--- config.mk ---
export PLATFORM = sky130hd
export DESIGN_NAME = picp_host
export DESIGN_NICKNAME = d
export VERILOG_FILES = /design/src/core/picp_pkg.sv /design/src/core/picp_host.sv
export SDC_FILE = /design/constraint.sdc
export NUM_CORES = 1
export LEC_CHECK = 0
export BUFFER_PORTS_ARGS = -buffer_cell sky130_fd_sc_hd__buf_2
export CELL_PAD_IN_SITES_DETAIL_PLACEMENT = 0
export CELL_PAD_IN_SITES_GLOBAL_PLACEMENT = 1
export CORE_ASPECT_RATIO = 0.7
export CORE_MARGIN = 10
export CORE_UTILIZATION = 45
export CTS_BUF_LIST = sky130_fd_sc_hd__clkbuf_8 sky130_fd_sc_hd__clkbuf_16
export DETAILED_ROUTE_END_ITERATION = 7
export PLACE_DENSITY = 0.86
export SLEW_MARGIN = 20
export SYNTH_ARGS = -nofsm -noshare
export SYNTH_HDL_FRONTEND = slang
export SYNTH_SLANG_ARGS = --single-unit
--- constraint.sdc ---
create_clock -name mclk_i -period 4.8 [get_ports mclk_i]
set_input_delay 0.72 -clock mclk_i [delete_from_list [all_inputs] [get_ports mclk_i]]
set_output_delay 0.72 -clock mclk_i [all_outputs]
set_load 0.05 [all_outputs]
--- src/core/picp_pkg.sv ---
package picp_pkg;

  // Clock period of mclk_i in nanoseconds.
  localparam int CLK_NS = 20;

  // Converts a least time in nanoseconds to whole clock cycles, never below one.
  function automatic int ceil_cyc(input int ns);
    int c;
    c = (ns + CLK_NS - 1) / CLK_NS;
    return (c < 1) ? 1 : c;
  endfunction

  // Pin timing in nanoseconds.
  localparam int T_SETUP_NS  = 50;
  localparam int T_RD_NS     = 420;
  localparam int T_WR_NS     = 400;
  localparam int T_HOLD_NS   = 40;
  localparam int T_RREC_NS   = 160;
  localparam int T_WREC_NS   = 190;
  localparam int T_REQLOW_NS = 100;

  // Pin timing in clock cycles.
  localparam logic [4:0] C_SETUP  = 5'(ceil_cyc(T_SETUP_NS));
  localparam logic [4:0] C_RD     = 5'(ceil_cyc(T_RD_NS));
  localparam logic [4:0] C_WR     = 5'(ceil_cyc(T_WR_NS));
  localparam logic [4:0] C_HOLD   = 5'(ceil_cyc(T_HOLD_NS));
  localparam logic [4:0] C_RREC   = 5'(ceil_cyc(T_RREC_NS));
  localparam logic [4:0] C_WREC   = 5'(ceil_cyc(T_WREC_NS));
  localparam logic [4:0] C_REQLOW = 5'(ceil_cyc(T_REQLOW_NS));

  // Register addresses of the local port.
  localparam logic [2:0] ADDR_CMD    = 3'h0;
  localparam logic [2:0] ADDR_ACK    = 3'h1;
  localparam logic [2:0] ADDR_REQ    = 3'h2;
  localparam logic [2:0] ADDR_STATUS = 3'h3;
  localparam logic [2:0] ADDR_VEC    = 3'h4;

  // Command, acknowledge and request register fields.
  localparam int CMD_DATA_LSB  = 0;
  localparam int CMD_A0_BIT    = 8;
  localparam int CMD_TGT_LSB   = 9;
  localparam int CMD_RD_BIT    = 13;
  localparam int CMD_TWICE_BIT = 14;
  localparam int CMD_SLV_LSB   = 15;
  localparam int ACK_THREE_BIT = 0;
  localparam int REQ_PULSE_LSB = 8;

  // Number of controllers with their own chip select: one master, eight slaves.
  localparam int NUM_CS = 9;

  // Pulse indices of the acknowledge sequence.
  localparam logic [1:0] PULSE_LAST2 = 2'h1;
  localparam logic [1:0] PULSE_LAST3 = 2'h2;

  typedef enum logic [2:0] {
    ST_IDLE   = 3'h0,
    ST_SETUP  = 3'h1,
    ST_STROBE = 3'h3,
    ST_HOLD   = 3'h2,
    ST_RECOV  = 3'h6
  } picp_state_t;

  typedef enum logic [1:0] {
    OP_WR  = 2'h0,
    OP_RD  = 2'h1,
    OP_ACK = 2'h2
  } picp_op_t;

endpackage

--- src/core/picp_host.sv ---
`timescale 1ns/10ps
//
// Function
// - Each controller gets its own initialisation sequence, selected by its chip select.
// - A slave-routed request needs end-of-service sent to master and then slave.
// - Each controller gets its own active-low chip select.
// - A source raises its request and holds it, or pulses it low.
// - A request low pulse lasts at least 100 ns.
// - Acknowledge runs as three pulses or two, with vector bytes to match.
module picp_host (
  input  wire logic                        mclk_i,
  input  wire logic                        srst_i,
  input  wire logic [2:0]                  addr_i,
  input  wire logic [31:0]                 wdata_i,
  input  wire logic                        we_i,
  input  wire logic                        re_i,
  output logic      [31:0]                 rdata_o,
  output logic      [picp_pkg::NUM_CS-1:0] cs_n_o,
  output logic                             port_select_bit_o,
  output logic                             rd_n_o,
  output logic                             wr_n_o,
  output logic                             acknowledge_strobe_n_o,
  input  wire logic [7:0]                  data_i,
  output logic      [7:0]                  data_o,
  output logic                             data_oe_o,
  input  wire logic                        int_i,
  output logic      [7:0]                  request_inputs_o
);

  ////////////////////////////////////////////////////////////////////////////
  // State.
  picp_pkg::picp_state_t state_q, state_d;
  picp_pkg::picp_op_t    op_q, op_d;
  logic [4:0]            cnt_q, cnt_d;
  logic [1:0]            pulse_q, pulse_d;
  logic                  three_q, three_d;
  logic                  twice_q, twice_d;
  logic                  pass_q, pass_d;
  logic [3:0]            tgt_q, tgt_d;
  logic [3:0]            slv_q, slv_d;
  logic                  a0_q, a0_d;
  logic [7:0]            wdat_q, wdat_d;
  logic [7:0]            rdat_q, rdat_d;
  logic [7:0]            vec_q [0:2];
  logic [7:0]            vec_d [0:2];
  logic [7:0]            req_lvl_q, req_lvl_d;
  logic [7:0]            req_pm_q, req_pm_d;
  logic [4:0]            req_cnt_q, req_cnt_d;
  logic [31:0]           rdata_q, rdata_d;
  logic                  busy;

  // Pin synchronisers.
  logic [7:0]            data_m_q, data_s_q;
  logic                  int_m_q, int_s_q;

  // Registered pin drives.
  logic [picp_pkg::NUM_CS-1:0] cs_n_q, cs_n_d;
  logic                  a0p_q, a0p_d;
  logic                  rd_n_q, rd_n_d;
  logic                  wr_n_q, wr_n_d;
  logic                  ak_n_q, ak_n_d;
  logic [7:0]            dout_q, dout_d;
  logic                  doe_q, doe_d;
  logic [7:0]            reqo_q, reqo_d;

  assign busy = (state_q != picp_pkg::ST_IDLE);

  ////////////////////////////////////////////////////////////////////////////
  // Pin cycle sequencer and register port.
  always_comb begin
    state_d   = state_q;
    op_d      = op_q;
    cnt_d     = cnt_q;
    pulse_d   = pulse_q;
    three_d   = three_q;
    twice_d   = twice_q;
    pass_d    = pass_q;
    tgt_d     = tgt_q;
    slv_d     = slv_q;
    a0_d      = a0_q;
    wdat_d    = wdat_q;
    rdat_d    = rdat_q;
    vec_d     = vec_q;
    req_lvl_d = req_lvl_q;
    req_pm_d  = req_pm_q;
    req_cnt_d = req_cnt_q;
    rdata_d   = 32'h0000_0000;
    unique case (state_q)
      picp_pkg::ST_IDLE: begin
        if (we_i && addr_i == picp_pkg::ADDR_CMD) begin
          // Mode words, mask loads and status reads go to the chip select in tgt, then also to slv when the twice bit is set.
          op_d    = wdata_i[picp_pkg::CMD_RD_BIT] ? picp_pkg::OP_RD : picp_pkg::OP_WR;
          a0_d    = wdata_i[picp_pkg::CMD_A0_BIT];
          wdat_d  = wdata_i[picp_pkg::CMD_DATA_LSB +: 8];
          tgt_d   = wdata_i[picp_pkg::CMD_TGT_LSB +: 4];
          slv_d   = wdata_i[picp_pkg::CMD_SLV_LSB +: 4];
          twice_d = wdata_i[picp_pkg::CMD_TWICE_BIT];
          pass_d  = 1'b0;
          cnt_d   = picp_pkg::C_SETUP - 5'h01;
          state_d = picp_pkg::ST_SETUP;
        end else if (we_i && addr_i == picp_pkg::ADDR_ACK) begin
          op_d    = picp_pkg::OP_ACK;
          three_d = wdata_i[picp_pkg::ACK_THREE_BIT];
          pulse_d = 2'h0;
          twice_d = 1'b0;
          pass_d  = 1'b0;
          cnt_d   = picp_pkg::C_SETUP - 5'h01;
          state_d = picp_pkg::ST_SETUP;
        end
      end
      picp_pkg::ST_SETUP: begin
        if (cnt_q == 5'h00) begin
          cnt_d   = ((op_q == picp_pkg::OP_WR) ? picp_pkg::C_WR : picp_pkg::C_RD) - 5'h01;
          state_d = picp_pkg::ST_STROBE;
        end else begin
          cnt_d = cnt_q - 5'h01;
        end
      end
      picp_pkg::ST_STROBE: begin
        if (cnt_q == 5'h00) begin
          // Sample the bus in the last low cycle, long after data valid.
          if (op_q == picp_pkg::OP_RD) begin
            rdat_d = data_s_q;
          end else if (op_q == picp_pkg::OP_ACK) begin
            vec_d[pulse_q] = data_s_q;
          end
          cnt_d   = picp_pkg::C_HOLD - 5'h01;
          state_d = picp_pkg::ST_HOLD;
        end else begin
          cnt_d = cnt_q - 5'h01;
        end
      end
      picp_pkg::ST_HOLD: begin
        if (cnt_q == 5'h00) begin
          cnt_d   = ((op_q == picp_pkg::OP_WR) ? picp_pkg::C_WREC : picp_pkg::C_RREC) - 5'h01;
          state_d = picp_pkg::ST_RECOV;
        end else begin
          cnt_d = cnt_q - 5'h01;
        end
      end
      picp_pkg::ST_RECOV: begin
        if (cnt_q != 5'h00) begin
          cnt_d = cnt_q - 5'h01;
        end else if (op_q == picp_pkg::OP_ACK &&
                     pulse_q != (three_q ? picp_pkg::PULSE_LAST3 : picp_pkg::PULSE_LAST2)) begin
          pulse_d = pulse_q + 2'h1;
          cnt_d   = picp_pkg::C_SETUP - 5'h01;
          state_d = picp_pkg::ST_SETUP;
        end else if (twice_q && !pass_q) begin
          // Second end-of-service copy goes to the slave concerned.
          pass_d  = 1'b1;
          tgt_d   = slv_q;
          cnt_d   = picp_pkg::C_SETUP - 5'h01;
          state_d = picp_pkg::ST_SETUP;
        end else begin
          state_d = picp_pkg::ST_IDLE;
        end
      end
      default: begin
        state_d = picp_pkg::ST_IDLE;
      end
    endcase
    // Request lines: a held level plus an optional low pulse of least width.
    if (req_cnt_q != 5'h00) begin
      req_cnt_d = req_cnt_q - 5'h01;
      if (req_cnt_q == 5'h01) begin
        req_pm_d = 8'h00;
      end
    end
    if (we_i && addr_i == picp_pkg::ADDR_REQ) begin
      req_lvl_d = wdata_i[7:0];
      if (req_cnt_q == 5'h00 && wdata_i[picp_pkg::REQ_PULSE_LSB +: 8] != 8'h00) begin
        req_pm_d  = wdata_i[picp_pkg::REQ_PULSE_LSB +: 8];
        req_cnt_d = picp_pkg::C_REQLOW;
      end
    end
    // Read answers.
    if (re_i) begin
      unique case (addr_i)
        picp_pkg::ADDR_STATUS: rdata_d = {22'h00_0000, rdat_q, int_s_q, busy};
        picp_pkg::ADDR_VEC:    rdata_d = {8'h00, vec_q[2], vec_q[1], vec_q[0]};
        picp_pkg::ADDR_REQ:    rdata_d = {16'h0000, req_pm_q, req_lvl_q};
        default:               rdata_d = 32'h0000_0000;
      endcase
    end
  end

  ////////////////////////////////////////////////////////////////////////////
  // Pin drives, registered so the pins never glitch.
  always_comb begin
    cs_n_d = {picp_pkg::NUM_CS{1'b1}};
    a0p_d  = a0_q;
    rd_n_d = 1'b1;
    wr_n_d = 1'b1;
    ak_n_d = 1'b1;
    dout_d = wdat_q;
    doe_d  = 1'b0;
    reqo_d = req_lvl_q & ~req_pm_q;
    // Acknowledge runs with every chip select high.
    if (busy && op_q != picp_pkg::OP_ACK && 32'(tgt_q) < picp_pkg::NUM_CS) begin
      cs_n_d[tgt_q] = 1'b0;
    end
    if (state_q == picp_pkg::ST_STROBE) begin
      rd_n_d = (op_q != picp_pkg::OP_RD);
      wr_n_d = (op_q != picp_pkg::OP_WR);
      ak_n_d = (op_q != picp_pkg::OP_ACK);
    end
    if (busy && op_q == picp_pkg::OP_WR) begin
      doe_d = 1'b1;
    end
  end

  ////////////////////////////////////////////////////////////////////////////
  // Registers.
  always_ff @(posedge mclk_i) begin
    if (srst_i) begin
      state_q   <= picp_pkg::ST_IDLE;
      op_q      <= picp_pkg::OP_WR;
      cnt_q     <= 5'h00;
      pulse_q   <= 2'h0;
      three_q   <= 1'b0;
      twice_q   <= 1'b0;
      pass_q    <= 1'b0;
      tgt_q     <= 4'h0;
      slv_q     <= 4'h0;
      a0_q      <= 1'b0;
      wdat_q    <= 8'h00;
      rdat_q    <= 8'h00;
      vec_q     <= '{8'h00, 8'h00, 8'h00};
      req_lvl_q <= 8'h00;
      req_pm_q  <= 8'h00;
      req_cnt_q <= 5'h00;
      rdata_q   <= 32'h0000_0000;
      data_m_q  <= 8'h00;
      data_s_q  <= 8'h00;
      int_m_q   <= 1'b0;
      int_s_q   <= 1'b0;
      cs_n_q    <= {picp_pkg::NUM_CS{1'b1}};
      a0p_q     <= 1'b0;
      rd_n_q    <= 1'b1;
      wr_n_q    <= 1'b1;
      ak_n_q    <= 1'b1;
      dout_q    <= 8'h00;
      doe_q     <= 1'b0;
      reqo_q    <= 8'h00;
    end else begin
      state_q   <= state_d;
      op_q      <= op_d;
      cnt_q     <= cnt_d;
      pulse_q   <= pulse_d;
      three_q   <= three_d;
      twice_q   <= twice_d;
      pass_q    <= pass_d;
      tgt_q     <= tgt_d;
      slv_q     <= slv_d;
      a0_q      <= a0_d;
      wdat_q    <= wdat_d;
      rdat_q    <= rdat_d;
      vec_q     <= vec_d;
      req_lvl_q <= req_lvl_d;
      req_pm_q  <= req_pm_d;
      req_cnt_q <= req_cnt_d;
      rdata_q   <= rdata_d;
      data_m_q  <= data_i;
      data_s_q  <= data_m_q;
      int_m_q   <= int_i;
      int_s_q   <= int_m_q;
      cs_n_q    <= cs_n_d;
      a0p_q     <= a0p_d;
      rd_n_q    <= rd_n_d;
      wr_n_q    <= wr_n_d;
      ak_n_q    <= ak_n_d;
      dout_q    <= dout_d;
      doe_q     <= doe_d;
      reqo_q    <= reqo_d;
    end
  end

  ////////////////////////////////////////////////////////////////////////////
  // Outputs.
  assign rdata_o                = rdata_q;
  assign cs_n_o                 = cs_n_q;
  assign port_select_bit_o      = a0p_q;
  assign rd_n_o                 = rd_n_q;
  assign wr_n_o                 = wr_n_q;
  assign acknowledge_strobe_n_o = ak_n_q;
  assign data_o                 = dout_q;
  assign data_oe_o              = doe_q;
  assign request_inputs_o       = reqo_q;

endmodule

==> run summary <==
largest area contributor in the netlist: dfxtp_1
simple-gate share of the synthesized area: 0.215
Synth async-reset ratio: 0
CP max FO: 10
Synth Area in Compound Gates: 0.115
synthesized area per cell: 9.58 sq um
outcome: complete, no violations
max_slew headroom: 0.281
Tot Pwr: 0.00359 W
crit-path cells: inv_1 > ha_1 > or4b_1 > nor4_4 > mux2i_1 > nor2_1
Logic pwr share: 0.183
die extent in x: 157 um
root buffer cell: clkbuf_16
adder-cell share of the synthesized area: 0.0149
Cell Rows: 34
diode count: 0
CP required: 5.08 ns
Hold WS: 0.422 ns
Resize count post-CTS: 0
Final min period: 2.58 ns
Final setup viols: 0
postcts setup bufs: 0
crit start category: register
f_max: 388 MHz
largest family of logic cells by synthesized area: simple AND/OR/NAND/NOR gates
kind of critical path: register to register
die area: 0.0181 sq mm
DP HPWL: 10600 um
Max Clock Skew: 0.00705 ns
Max H-tree Level: 4
vias per inst: 5.36
Starting Density: 0.467
worst hold path class: register to register
DRC viols: 0
Peak supply drop: 0.277 mV
Final Max Tran Viols: 0
placer congestion estimate: 0.806
global-route wire length before repair: 23600 um
Synth top cells by count: 157 x dfxtp_1, 70 x nand2_1, 67 x nor2_1
Post-DRT Antenna Nets: 0
GRT Util Overall: 0.164
most common cell in the synthesized netlist: dfxtp_1
sequential area share after synthesis: 0.534
die height: 116 um
DR pass1 iterations: 6
setup TNS: 0 ns
Cell Pwr Density: 510 mW/mm^2
Final Hold Fails: 0
total CTS buffers: 17
hold-fix buffer count after cts: 0
filler cell count: 1136
Net Switching: 0.00101 W
Crit path arrival time: 2.85 ns
clock-pin slew on the worst setup and hold paths: 0.06 ns
leakage: 2.97 nW
YS warnings: 0
TritonCTS clock tree: done
Synth Cell Area: 0.00588 sq mm
fin nets: 742
fraction of layout cells with a size suffix above 1: 0.192
slowest stage delay, CP: 0.74 ns
Tcrit/Tclk final: 0.537
Synth Flop Type: dfxtp_1
clk buf depth: 2
initial antenna violation count: 0
WL final: 14700 um
Worst-Margin Slew: 1.08 ns
CTS sink count: 157
global route overflow: 0
IO Port Bufs: 88
slowest CP cell: nor4_4
share of the synthesized area in the top cell type: 0.534
Seq pwr share: 0.408
clock network latency to the later pin of the worst-skew pair: 0.42 ns
max_cap viols: 0
#FFs+latches synth: 157
dominant cells by area after synthesis: dfxtp_1 53%, mux2i_1 6.6%, nand2_1 4.5%, nor2_1 4.3%, nor2b_1 3.8%
Vias: 4610
number of global-route vias before repair: 4420
Layout area overhead: 19.6%
DRT iter0 DRCs: 345
Clk pwr share: 0.409
Post-Syn Instances: 614
internal power: 0.00257 W
RSZ-0062 raised after global routing: false
mux share of post-synthesis cell area: 0.0740
largest net degree at the start of global routing: 62
Ports: 110
core area: 0.0126 sq mm
post-synthesis cell type count: 51
number of synthesized flops with an enable pin: 0
sw frac: 0.283
DR WL/cell: 17.1 um
xor and xnor area share after synthesis: 0.00447
CP endpoint kind: register
-- metal layers --
| metal | track usage | wire (um) |
|---|---|---|
| met1 | 0.223 | 7130 |
| met2 | 0.236 | 6120 |
| met3 | 0.0622 | 1290 |
| met4 | 0.0527 | 175 |
| met5 | 0 | 0 |
-- cells in the final DEF (no fill, tap or decap), types with 3 or more instances in the layout --
cell type | netlist | routed
nor2b_1 | 36 | 35
buf_2 | 2 | 87
nand3_1 | 6 | 6
buf_4 | 8 | 6
clkbuf_8 | 0 | 3
a31oi_1 | 5 | 5
a211oi_1 | 3 | 3
mux2_2 | 4 | 4
nand4_1 | 4 | 4
nand2_1 | 70 | 70
or3_1 | 4 | 4
a2bb2oi_1 | 10 | 10
nand2b_1 | 5 | 5
nor2_1 | 67 | 67
nor4_1 | 6 | 6
and3_1 | 10 | 10
nand3b_1 | 3 | 3
a22oi_1 | 19 | 19
xnor2_1 | 3 | 3
a21oi_1 | 32 | 32
nor3b_1 | 11 | 11
clkbuf_16 | 0 | 17
bufinv_16 | 0 | 5
ha_1 | 7 | 7
dfxtp_1 | 157 | 157
o21ai_0 | 6 | 6
mux2i_1 | 39 | 39
nor3_1 | 11 | 11
inv_1 | 10 | 10
and2_1 | 3 | 3
a2111o_1 | 3 | 3
a22o_1 | 9 | 9
conb_1 | 1 | 8
-- power by group through the flow --
stage | Sequential, W | Combinational [W] | Clock (W)
after floorplan | 0.00149 | 0.000502 | 0
after global placement | 0.00148 | 0.000623 | 0
after detailed placement | 0.00149 | 0.000642 | 0
after CTS | 0.00146 | 0.000648 | 0.00149
after global routing | 0.00147 | 0.000720 | 0.00155
final | 0.00146 | 0.000655 | 0.00147
-- area by class of cell --
class                   count  area [sq um]  share of cell area
flip-flops and latches    157          3140               0.447
multi-input cells         408          2520               0.358
repair buffers             93           480              0.0683
clock buffers              20           467              0.0663
well taps                 162           203              0.0288
clock inverters            10           188              0.0267
inverters                  10          37.5             0.00533
-- metrics by stage --
stage,std cells,util,worst slack [ns],area [sq um]
final,860,0.559,2.22,7040
after global routing,860,0.559,2.05,7040
after CTS,860,0.559,2.23,7040
after detailed placement,830,0.507,1.96,6380
after global placement,830,0.507,2.04,6380
after floorplan,621,-,2.70,5910
-- critical path, delay by kind of cell, from the launching register on --
family	cells	cell delay, ns
fa+ha+maj	1	0.24
simple gates	3	1.49
flops	1	0.35
mux	1	0.28
buf+inv	1	0.07
-- logic make-up (layout without fill, tap and decap cells) --
family / Yosys count / after routing
DFF: 157 / 157
other: 1 / 8
and+or+nand+nor: 249 / 249
muxes: 43 / 43
adders and majority gates: 7 / 7
AOI/OAI and AO/OA: 98 / 98
buffers and inverters: 56 / 133
xor gates and xnor gates: 3 / 3
-- flip-flops by register name (all words and copies together), names as in the netlist, 2 cells and up --
name,flops
cnt_q,5
cs_n_o,9
data_m_q,8
data_o,8
data_s_q,8
dout_d,8
op_q,2
pulse_q,2
rdat_q,8
rdata_o,24
req_cnt_q,5
req_lvl_q,8
req_pm_q,8
request_inputs_o,8
slv_q,4
state_q,3
tgt_q,4
vec_q,24
-- final timing paths --
| path | startpoint | end | slack [ns] | depth (start not counted) |
|---|---|---|---|---|
| worst min-delay path | tgt_q[3] | cs_n_o[8] | 0.42 | 1 |
| worst min register to register | tgt_q[3] | cs_n_o[8] | 0.42 | 1 |
| worst max register to register | cnt_q[0] | rdat_q[0] | 2.22 | 6 |
| worst max-delay path | cnt_q[0] | rdat_q[0] | 2.22 | 6 |
(Power assumes the default switching activity.)
